`src/rtl/ipe_pkg.sv`:
```
// Constants for the interrupt priority encoder
//------------------------------------------------------------
// Function
// Request lines sampled by level, not edge
// Encoded mode: line value is priority, 0 none
// Requester never lowers level before acceptance
// Acceptance leaves mask level bits unchanged
// Mode bit 1: four independent line requests
// Nonmaskable 0x1C0 level 16; encoded 0x200..0x3C0
// Independent lines use codes and register D nibbles
// Timer and debug codes, registers A and C
// Module priorities writable, reset to zero
// Equal levels resolved by fixed default ranking
// One handler entry, source told by code
// Software changes peripheral flags while blocked
// Flag race may start entry with code zero
// Priority writes while blocked, then read back
// Level zero masks the source
// Line requests masked by status mask level
// Nonmaskable accepted unless block bit set
// Mode bit resets to encoded use
// Highest pending unmasked request goes to core
//------------------------------------------------------------
package ipe_pkg;
	localparam int NUM_SRC = 11;
	localparam int LINE_W = 4;
	localparam int LVL_W = 5;
	localparam int CODE_W = 12;
	localparam int PRIO_W = 16;
	localparam logic [LVL_W-1:0] LVL_NMI = 5'h10;
	localparam logic [LVL_W-1:0] LVL_NONE = 5'h00;
	localparam logic [CODE_W-1:0] CODE_NONE = 12'h000;
	localparam logic [CODE_W-1:0] CODE_NMI = 12'h1C0;
	localparam logic [CODE_W-1:0] CODE_ENC_TOP = 12'h3E0;
	localparam logic [CODE_W-1:0] CODE_LINE0 = 12'h240;
	localparam logic [CODE_W-1:0] CODE_LINE1 = 12'h2A0;
	localparam logic [CODE_W-1:0] CODE_LINE2 = 12'h300;
	localparam logic [CODE_W-1:0] CODE_LINE3 = 12'h360;
	localparam logic [CODE_W-1:0] CODE_DEBUG = 12'h600;
	localparam logic [CODE_W-1:0] CODE_TMR0 = 12'h400;
	localparam logic [CODE_W-1:0] CODE_TMR1 = 12'h420;
	localparam logic [CODE_W-1:0] CODE_TMR2 = 12'h440;
	localparam logic [CODE_W-1:0] CODE_WDOG = 12'h560;
	localparam logic [PRIO_W-1:0] PRIO_A_RST = 16'h0000;
	localparam logic [PRIO_W-1:0] PRIO_B_RST = 16'h0000;
	localparam logic [PRIO_W-1:0] PRIO_C_RST = 16'h0000;
	localparam logic [PRIO_W-1:0] PRIO_D_RST = 16'hDA74;
	localparam int NIB3 = 12;
	localparam int NIB2 = 8;
	localparam int NIB1 = 4;
	localparam int NIB0 = 0;
	localparam int SHIFT_ENC = 5;
	// Default ranking order, index 0 is highest
	localparam int SRC_NMI = 0;
	localparam int SRC_ENC = 1;
	localparam int SRC_LINE0 = 2;
	localparam int SRC_DEBUG = 6;
	localparam int SRC_TMR0 = 7;
	localparam int SRC_WDOG = 10;
	localparam int PRIO_A = 0;
	localparam int PRIO_B = 1;
	localparam int PRIO_C = 2;
	localparam int PRIO_D = 3;
endpackage : ipe_pkg

```
`src/rtl/ipe_irl_priority_encoder.sv`:
```
// Interrupt priority encoder for request lines and on-chip sources
`timescale 1ns/100ps
`default_nettype none
module ipe_irl_priority_encoder
	import ipe_pkg::*;
(
	input wire logic clk,
	input wire logic rst,
	input wire logic clkEn,
	input wire logic [LINE_W-1:0] encodedRequestLines,
	input wire logic nmiPin,
	input wire logic timer0Underflow,
	input wire logic timer1Underflow,
	input wire logic timer2Underflow,
	input wire logic debugPortReq,
	input wire logic watchdogReq,
	input wire logic blockBit,
	input wire logic [LINE_W-1:0] maskLevelBits,
	input wire logic [3:0] prioWrEn,
	input wire logic [PRIO_W-1:0] prioWrData,
	input wire logic modeWrEn,
	input wire logic modeWrData,
	input wire logic intAck,
	output logic [PRIO_W-1:0] priorityLevelRegA,
	output logic [PRIO_W-1:0] priorityLevelRegB,
	output logic [PRIO_W-1:0] priorityLevelRegC,
	output logic [PRIO_W-1:0] priorityLevelRegD,
	output logic requestLineModeSelect,
	output logic intReq,
	output logic [LVL_W-1:0] intLevel,
	output logic [CODE_W-1:0] pendingCode,
	output logic [CODE_W-1:0] eventCodeRegister
);

//------------------------------------------------------------
// Pin synchronisers
//------------------------------------------------------------
logic [LINE_W-1:0] lineMeta_ff;
logic [LINE_W-1:0] lineSync_ff;
logic nmiMeta_ff;
logic nmiSync_ff;
logic nmiPrev_ff;

always_ff @(posedge clk)
begin
	if (rst)
	begin
		lineMeta_ff <= '0;
		lineSync_ff <= '0;
		nmiMeta_ff <= 1'b0;
		nmiSync_ff <= 1'b0;
		nmiPrev_ff <= 1'b0;
	end
	else if (clkEn)
	begin
		lineMeta_ff <= encodedRequestLines;
		lineSync_ff <= lineMeta_ff;
		nmiMeta_ff <= nmiPin;
		nmiSync_ff <= nmiMeta_ff;
		nmiPrev_ff <= nmiSync_ff;
	end
end

//------------------------------------------------------------
// Priority and mode registers
//------------------------------------------------------------
logic [PRIO_W-1:0] prioA_ff;
logic [PRIO_W-1:0] prioB_ff;
logic [PRIO_W-1:0] prioC_ff;
logic [PRIO_W-1:0] prioD_ff;
logic modeSel_ff;

always_ff @(posedge clk)
begin
	if (rst)
	begin
		prioA_ff <= PRIO_A_RST;
		prioB_ff <= PRIO_B_RST;
		prioC_ff <= PRIO_C_RST;
		prioD_ff <= PRIO_D_RST;
	end
	else if (clkEn)
	begin
		if (prioWrEn[PRIO_A])
			prioA_ff <= prioWrData;
		if (prioWrEn[PRIO_B])
			prioB_ff <= prioWrData;
		if (prioWrEn[PRIO_C])
			prioC_ff <= prioWrData;
		if (prioWrEn[PRIO_D])
			prioD_ff <= prioWrData;
	end
end

always_ff @(posedge clk)
begin
	if (rst)
		modeSel_ff <= 1'b0;
	else if (clkEn && modeWrEn)
		modeSel_ff <= modeWrData;
end

assign priorityLevelRegA = prioA_ff;
assign priorityLevelRegB = prioB_ff;
assign priorityLevelRegC = prioC_ff;
assign priorityLevelRegD = prioD_ff;
assign requestLineModeSelect = modeSel_ff;

//------------------------------------------------------------
// Nonmaskable pending flag
//------------------------------------------------------------
logic nmiPend_ff;
logic intReq_ff;
logic [LVL_W-1:0] intLevel_ff;
logic [CODE_W-1:0] pendCode_ff;
logic [CODE_W-1:0] eventCode_ff;
logic nmiTaken;

assign nmiTaken = intAck && intReq_ff && (intLevel_ff == LVL_NMI);

always_ff @(posedge clk)
begin
	if (rst)
		nmiPend_ff <= 1'b0;
	else if (clkEn)
	begin
		if (nmiSync_ff && !nmiPrev_ff)
			nmiPend_ff <= 1'b1;
		else if (nmiTaken)
			nmiPend_ff <= 1'b0;
	end
end

//------------------------------------------------------------
// Source table
//------------------------------------------------------------
logic [NUM_SRC-1:0] srcReq;
logic [LVL_W-1:0] srcLvl [NUM_SRC];
logic [CODE_W-1:0] srcCode [NUM_SRC];
logic [CODE_W-1:0] lineCode [LINE_W];
logic [LINE_W-1:0] lineLvl [LINE_W];
logic [CODE_W-1:0] encCode;

assign lineCode[0] = CODE_LINE0;
assign lineCode[1] = CODE_LINE1;
assign lineCode[2] = CODE_LINE2;
assign lineCode[3] = CODE_LINE3;
assign lineLvl[0] = prioD_ff[NIB3 +: LINE_W];
assign lineLvl[1] = prioD_ff[NIB2 +: LINE_W];
assign lineLvl[2] = prioD_ff[NIB1 +: LINE_W];
assign lineLvl[3] = prioD_ff[NIB0 +: LINE_W];
// Level 15 maps to 0x200, each lower level adds 0x20
assign encCode = CODE_ENC_TOP - (CODE_W'(lineSync_ff) << SHIFT_ENC);

assign srcReq[SRC_NMI] = nmiPend_ff;
assign srcLvl[SRC_NMI] = LVL_NMI;
assign srcCode[SRC_NMI] = CODE_NMI;
assign srcReq[SRC_ENC] = !modeSel_ff && (lineSync_ff != '0);
assign srcLvl[SRC_ENC] = {1'b0, lineSync_ff};
assign srcCode[SRC_ENC] = encCode;

genvar gi;
generate
	for (gi = 0; gi < LINE_W; gi++)
	begin : gLine
		assign srcReq[SRC_LINE0+gi] = modeSel_ff && lineSync_ff[gi];
		assign srcLvl[SRC_LINE0+gi] = {1'b0, lineLvl[gi]};
		assign srcCode[SRC_LINE0+gi] = lineCode[gi];
	end
endgenerate

assign srcReq[SRC_DEBUG] = debugPortReq;
assign srcLvl[SRC_DEBUG] = {1'b0, prioC_ff[NIB0 +: LINE_W]};
assign srcCode[SRC_DEBUG] = CODE_DEBUG;
assign srcReq[SRC_TMR0] = timer0Underflow;
assign srcLvl[SRC_TMR0] = {1'b0, prioA_ff[NIB3 +: LINE_W]};
assign srcCode[SRC_TMR0] = CODE_TMR0;
assign srcReq[SRC_TMR0+1] = timer1Underflow;
assign srcLvl[SRC_TMR0+1] = {1'b0, prioA_ff[NIB2 +: LINE_W]};
assign srcCode[SRC_TMR0+1] = CODE_TMR1;
assign srcReq[SRC_TMR0+2] = timer2Underflow;
assign srcLvl[SRC_TMR0+2] = {1'b0, prioA_ff[NIB1 +: LINE_W]};
assign srcCode[SRC_TMR0+2] = CODE_TMR2;
assign srcReq[SRC_WDOG] = watchdogReq;
assign srcLvl[SRC_WDOG] = {1'b0, prioB_ff[NIB3 +: LINE_W]};
assign srcCode[SRC_WDOG] = CODE_WDOG;

//------------------------------------------------------------
// Arbitration
//------------------------------------------------------------
logic nxt_intReq;
logic [LVL_W-1:0] nxt_intLevel;
logic [CODE_W-1:0] nxt_pendCode;

always_comb
begin
	nxt_intReq = 1'b0;
	nxt_intLevel = LVL_NONE;
	nxt_pendCode = CODE_NONE;
	// Strictly greater keeps the earlier source on a tie
	for (int i = 0; i < NUM_SRC; i++)
	begin
		if (srcReq[i] && (srcLvl[i] != LVL_NONE)
			&& (srcLvl[i] > {1'b0, maskLevelBits})
			&& (srcLvl[i] > nxt_intLevel))
		begin
			nxt_intReq = 1'b1;
			nxt_intLevel = srcLvl[i];
			nxt_pendCode = srcCode[i];
		end
	end
	if (blockBit)
	begin
		nxt_intReq = 1'b0;
		nxt_intLevel = LVL_NONE;
		nxt_pendCode = CODE_NONE;
	end
end

always_ff @(posedge clk)
begin
	if (rst)
	begin
		intReq_ff <= 1'b0;
		intLevel_ff <= LVL_NONE;
		pendCode_ff <= CODE_NONE;
	end
	else if (clkEn)
	begin
		intReq_ff <= nxt_intReq;
		intLevel_ff <= nxt_intLevel;
		pendCode_ff <= nxt_pendCode;
	end
end

// Acceptance loads the code and clears a taken nonmaskable flag; the mask level is left to the core
always_ff @(posedge clk)
begin
	if (rst)
		eventCode_ff <= CODE_NONE;
	else if (clkEn && intAck)
		eventCode_ff <= intReq_ff ? pendCode_ff : CODE_NONE;
end

assign intReq = intReq_ff;
assign intLevel = intLevel_ff;
assign pendingCode = pendCode_ff;
assign eventCodeRegister = eventCode_ff;
endmodule : ipe_irl_priority_encoder
`default_nettype wire

```
`config.mk`:
```
export PLATFORM = sky130hd
export DESIGN_NAME = ipe_irl_priority_encoder
export DESIGN_NICKNAME = d
export VERILOG_FILES = /design/src/rtl/ipe_pkg.sv /design/src/rtl/ipe_irl_priority_encoder.sv
export SDC_FILE = /design/constraint.sdc
export NUM_CORES = 1
export LEC_CHECK = 0
export CELL_PAD_IN_SITES_DETAIL_PLACEMENT = 1
export CELL_PAD_IN_SITES_GLOBAL_PLACEMENT = 1
export CORE_ASPECT_RATIO = 0.5
export CORE_MARGIN = 4
export CORE_UTILIZATION = 47
export DETAILED_ROUTE_END_ITERATION = 12
export DONT_BUFFER_PORTS = 1
export PLACE_DENSITY_LB_ADDON = 0.12
export SLEW_MARGIN = 20
export SYNTH_ARGS = -nofsm -noshare
export SYNTH_HDL_FRONTEND = slang
export SYNTH_SLANG_ARGS = --single-unit
```
`constraint.sdc`:
```
create_clock -name clk -period 22 [get_ports clk]
set_input_delay 1.1 -clock clk [delete_from_list [all_inputs] [get_ports clk]]
set_output_delay 1.1 -clock clk [all_outputs]
set_load 0.005 [all_outputs]
```
### Word-level counts from Yosys, hierarchy flattened

Index checks and enable logic that the tools add are counted.

* $lt $le $gt $ge: 21
* add/subtract/negate cells: 1
* muxes and demuxes: 39
* reductions and logical operators: 60
* equality and inequality tests: 1

Operators by type and width (count)
* two-way mux 12 bit: 12
* two-way mux 5 bit: 12
* greater-than comparator 4 x 5 -> 1 bit: 10
* nonzero test 5 bit: 10
* logical AND 1 bit: 41
* greater-than comparator 4 bit: 10
* two-way mux 1 bit: 14
* subtractor 10 x 9 -> 11 bit, first input constant: 1
* AND reduction 2 bit: 5
* two-way mux 9 bit: 1
* == test 5 bit, second input constant: 1
* greater-than comparator 5 x 4 -> 1 bit, first input constant: 1
* nonzero test 4 bit: 1
* logical NOT 1 bit: 2
* nonzero test 2 bit: 1

* register bits: 107
* logic and storage cells: 137

### Logic depth before layout (Yosys ltp)

* depth in word-level cells: 34
* depth in mapped cells: 88
* gate-level depth less buffers: 86

### Worst setup path after synthesis

Ideal clock, no wire load.

* path kind: in2reg
* start: input maskLevelBits[1]
* end: register pendCode_ff[7] (netlist: pendingCode[7])
* cell stages on the path: 81
* required time: 21.883 ns
* library setup time: 0.117 ns
* setup slack: 6.126 ns
* arrival time: 15.757 ns
* buffers on the path: 3
* cell sequence: inv_1 -> ha_1 -> nor2b_1 -> o211ai_1 -> a21oi_1 -> and2_1 -> ha_1 -> nand4_1 -> nand4_1 -> a21oi_1 -> and2_1 -> buf_6 -> a21boi_0 -> ha_1 -> and3b_1 -> nand2_1 -> or2_1 -> a211oi_1 -> [45 not listed] -> a21bo_1 -> a21oi_2 -> buf_4 -> mux2i_1 -> ha_1 -> nand4_1 -> nand4b_1 -> or3_1 -> clkbuf_1 -> mux2_2 -> ha_1 -> nand4_1 -> nand4b_1 -> nor3_1 -> nor2_1 -> inv_1 -> nor4_1 -> a22o_1

* word-level cells in the longest chain between the ends: 34
* elaborated cells on any way between the ends: 64

Ends and longest elaborated chain
* start: declaration: line ipe_irl_priority_encoder.sv:18 `input wire logic [LINE_W-1:0] maskLevelBits,`
* greater-than comparator 5 x 4 -> 1 bit: line ipe_irl_priority_encoder.sv:204 `&& (srcLvl[i] > {1'b0, maskLevelBits})`
* logical AND 1 bit: line ipe_irl_priority_encoder.sv:204
* two-way mux 5 bit: line ipe_irl_priority_encoder.sv:203 `if (srcReq[i] && (srcLvl[i] != LVL_NONE)`
* greater-than comparator 4 x 5 -> 1 bit: line ipe_irl_priority_encoder.sv:205 `&& (srcLvl[i] > nxt_intLevel))`
* logical AND 1 bit: line ipe_irl_priority_encoder.sv:205
* two-way mux 5 bit: line ipe_irl_priority_encoder.sv:203
* greater-than comparator 4 x 5 -> 1 bit: line ipe_irl_priority_encoder.sv:205
* logical AND 1 bit: line ipe_irl_priority_encoder.sv:205
* [18 not listed]
* two-way mux 5 bit: line ipe_irl_priority_encoder.sv:203
* greater-than comparator 4 x 5 -> 1 bit: line ipe_irl_priority_encoder.sv:205
* logical AND 1 bit: line ipe_irl_priority_encoder.sv:205
* two-way mux 5 bit: line ipe_irl_priority_encoder.sv:203
* greater-than comparator 4 x 5 -> 1 bit: line ipe_irl_priority_encoder.sv:205
* logical AND 1 bit: line ipe_irl_priority_encoder.sv:205
* two-way mux 12 bit (*): line ipe_irl_priority_encoder.sv:203
* two-way mux 12 bit (*): line ipe_irl_priority_encoder.sv:212 `if (blockBit)`
* end signal: assignment: line ipe_irl_priority_encoder.sv:232 `pendCode_ff <= nxt_pendCode;`
* end: declaration: line ipe_irl_priority_encoder.sv:115 `logic [CODE_W-1:0] pendCode_ff;`

Every way passes the cells marked *; elsewhere a longest branch is shown, timed or not.
A chain may end at the register's enable or synchronous reset.

### Worst setup path after layout

* start: input maskLevelBits[2]
* end: register intReq_ff (netlist: intReq)

* word-level cells in the longest chain between the ends: 34
* elaborated cells on any way between the ends: 64

Ends and longest elaborated chain
* greater-than comparator 5 x 4 -> 1 bit: line ipe_irl_priority_encoder.sv:204
* logical AND 1 bit: line ipe_irl_priority_encoder.sv:204
* two-way mux 5 bit: line ipe_irl_priority_encoder.sv:203
* greater-than comparator 4 x 5 -> 1 bit: line ipe_irl_priority_encoder.sv:205
* logical AND 1 bit: line ipe_irl_priority_encoder.sv:205
* two-way mux 5 bit: line ipe_irl_priority_encoder.sv:203
* greater-than comparator 4 x 5 -> 1 bit: line ipe_irl_priority_encoder.sv:205
* logical AND 1 bit: line ipe_irl_priority_encoder.sv:205
* [18 not listed]
* two-way mux 5 bit: line ipe_irl_priority_encoder.sv:203
* greater-than comparator 4 x 5 -> 1 bit: line ipe_irl_priority_encoder.sv:205
* logical AND 1 bit: line ipe_irl_priority_encoder.sv:205
* two-way mux 5 bit: line ipe_irl_priority_encoder.sv:203
* greater-than comparator 4 x 5 -> 1 bit: line ipe_irl_priority_encoder.sv:205
* logical AND 1 bit: line ipe_irl_priority_encoder.sv:205
* two-way mux 1 bit (*): line ipe_irl_priority_encoder.sv:203
* two-way mux 1 bit (*): line ipe_irl_priority_encoder.sv:212
* end signal: assignment: line ipe_irl_priority_encoder.sv:230 `intReq_ff <= nxt_intReq;`
* end: declaration: line ipe_irl_priority_encoder.sv:113 `logic intReq_ff;`

Marked as above.

==> out/results.ini <==
[run_status]
status=finished, final reports clean

[timing]
min_period_ns=18.43
rsz0062_at_grt=no
hold_viol_final=0
setup_viol=0
slew_violations=0
skew_ns=0.0118
fin_crit_sh_pct=83.8
worst_pin_slew_ns=0.702
tns_ns=0
slew-limit-headroom_pct=53.2
max_freq_ghz=0.0542

[synthesis]
ys_types=73
ys_seq_area_share_pct=29.2
muxShareOfSynthArea_pct=4.88
async_reset_ff_share_pct=0
synth-edff-count=0
synth_top_family_by_area=simple AND/OR/NAND/NOR gates
synth_compound_area_share_pct=19.6
ys_warn_count=0
synth-xor-area-share_pct=0.403
synth_top_area_share_pct=29.2
avgSynthCellArea_um2=7.75
synthFlopType=dfxtp_1
synthAdderAreaFrac_pct=13.4
synthSimpleGateAreaFrac_pct=26.2
synth_top_area_cell=dfxtp_1
ys_ff_latch=95
synthCells=840
synth_area_um2=6510
netlist_top_cells_area=dfxtp_1 (29%), ha_1 (13%), nand2_1 (9.6%)

[clock_network]
clk_pin_slew_worst_paths_ns=0.07
ctsHoldBuffers=0
cts_sinks=95
clkLatencyLatePin_ns=0.35
cts_inserted_buffers=9
tritoncts=built
clockBufferDepth=2
htreeDepth=3
cts_setup_buffers=0
ctsResizeCount=0
cts_root_buf=clkbuf_16

[pwr]
clock_power_share_pct=38.3
swShare_pct=30.7
internal_power_mw=0.282
p_seq_share_pct=47.1
p_comb_share_pct=14.6
p_sw_mw=0.125
p_leak_nw=2.72
ir_drop_mv=0.0417
power_density_nw_per_um2=59.4

[worst_setup_path]
r2r-start=lineSync_ff[3]$_SDFFE_PP0P_
cp-endpoint=intReq$_SDFFE_PP0P_
cpMostUsedCell=ha_1
worst-r2r-cell-count=82
slowest_stage=inv_1
critical_path_class=input port to flip-flop
path_max_fanout=15
rrSetupSlack_ns=4.35
critPathMaxStageDelay_ns=0.47
critical_path.endpoint_type=flip-flop
worstPathRequired_ns=22.21
critPathLaunchType=input port
critPathLaunch=maskLevelBits[2]
critPathTopFamily=compound AO/OA/AOI/OAI gates
rr_endpoint=intReq$_SDFFE_PP0P_
crit_cells=83
arrival_ns=18.65
crit_buf_inv=7

[floorplan]
die_area_um2=15900
initial_core_util_pct=48.1
ioPinCount=136
rows=30
core_area_um2=13600
die_y_um=91.2
die_x_um=174

[cells_and_area]
post-route-util_pct=50.5
diodes=0
area_growth_syn_to_layout_pct=5.15
drive_gt1_share_pct=5.62
final_nets=925

[grt]
grt_pass1_wl_um=35100
grt_max_degree=94
antenna_found_initial=1
gr-total-overflow=0
grt_pass1_vias=6347
grtUsageTotal_pct=27.4

[route]
vias_per_cell=6.03
postRouteAntennaNets=0
wl_per_cell_um=21.7
post-route-drc-count=0
firstDrtPassIters=5
drtIter0Drc=442
vias=6098
wl_um=21900

[placement]
gp_congestion=0.902
io_buffer_count=0
hpwl_um=16800

[min_path]
hp-class=flip-flop to flip-flop

[job]
maxCapViolCount=0

==> cells in the mapped netlist, drive strengths merged, types with 9 or more instances <==
master and instances:
o21ai 29, nand3 20, mux2i 20, nor3 12, nand4 16, nor4 10, nand2b 11, nor2 47
ha 70, a21oi 108, and2 9, inv 40, buf 20, nand2 167, clkbuf 30, nor2b 14
dfxtp 95, mux2 9, nand3b 12
==> power by group through the flow <==
stage                     Combinational, mW  Sequential, mW  Clock (mW)
after floorplan                      0.0504           0.189           0
after global placement               0.0549           0.195           0
after detailed placement             0.0581           0.195           0
after CTS                            0.0588           0.191       0.158
after global routing                 0.0677           0.193       0.168
final                                0.0594           0.191       0.156
==> stage by stage <==
stage | total power [mW] | setup slack [ns] | hold slack, ns | area [um2] | cells
2_1_floorplan | 0.240 | 6.13 | 0.448 | 6550 | 851
3_3_place_gp | 0.250 | 4.16 | 0.455 | 6560 | 995
3_5_place_dp | 0.253 | 3.46 | 0.462 | 6560 | 995
4_1_cts | 0.408 | 3.73 | 0.471 | 6850 | 1011
5_1_grt | 0.428 | 2.08 | 0.488 | 6850 | 1011
6_report | 0.407 | 3.57 | 0.468 | 6850 | 1011
==> worst register-to-register path, delay by kind of cell, from the launching register on <==
kind                     cells  cell delay (ns)
AO/OA/AOI/OAI               30             6.25
adder cells (fa/ha/maj)     10             2.78
buffers and inverters        6             0.65
flip-flops                   1             0.49
multiplexers                 6             2.04
AND/OR/NAND/NOR             30             5.37
==> kinds of logic after synthesis <==
group,Yosys count
other,1
buffers and inverters,91
AO/OA/AOI/OAI,199
XOR/XNOR,3
flip-flops,95
adder cells (fa/ha/maj),70
multiplexers,29
AND/OR/NAND/NOR,352
==> how the worst min path moves through the flow <==
stage | slack, ns | cells after the start | endpoint | startpoint
after CTS | 0.47 | 2 | eventCodeRegister[5]$_SDFFE_PP0P_ | eventCodeRegister[5]$_SDFFE_PP0P_
after detailed placement | 0.46 | 2 | eventCodeRegister[5]$_SDFFE_PP0P_ | eventCodeRegister[5]$_SDFFE_PP0P_
after global routing | 0.49 | 2 | priorityLevelRegB[3]$_SDFFE_PP0P_ | priorityLevelRegB[3]$_SDFFE_PP0P_
after global placement | 0.46 | 2 | eventCodeRegister[10]$_SDFFE_PP0P_ | eventCodeRegister[10]$_SDFFE_PP0P_
after floorplan | 0.45 | 2 | eventCodeRegister[10]$_SDFFE_PP0P_ | eventCodeRegister[10]$_SDFFE_PP0P_
final | 0.47 | 2 | eventCodeRegister[5]$_SDFFE_PP0P_ | eventCodeRegister[5]$_SDFFE_PP0P_
==> area by class of cell <==
cell class,instances,area [um2]
Multi-Input combinational cell,665,4250
Timing Repair Buffer,2,15.0
Inverter,41,154
Clock inverter,7,62.6
Tap cell,192,240
Clock buffer,9,225
Sequential cell,95,1900
Fill cell,1684,6700
==> flip-flops by register name (all words and copies together), names as in the netlist <==
signal / cells
priorityLevelRegC: 16
lineSync_ff: 4
lineMeta_ff: 4
nmiMeta_ff: 1
nmiSync_ff: 1
eventCodeRegister: 6
nmiPend_ff: 1
intLevel: 5
requestLineModeSelect: 1
nmiPrev_ff: 1
priorityLevelRegA: 16
priorityLevelRegD: 16
intReq: 1
priorityLevelRegB: 16
pendingCode: 6
==> placed cells by master, fill, tap and decap left out, drive strengths merged, types with 12 or more instances in the layout <==
master,count
a21oi,108
conb,12
dfxtp,95
ha,70
inv,44
mux2i,20
nand2,167
nand3,20
nand3b,12
nand4,16
nor2,47
nor2b,14
nor3,12
o21ai,29
==> layer usage <==
metal	track usage (%)	vias up	share of wire, %
li1	-	2887	-
met1	37.6	3057	47
met2	44.8	141	46
met3	7.03	11	7.2
met4	3.09	2	0.40
met5	0	-	0.050
Note: power is estimated with default switching activity, not from simulation.
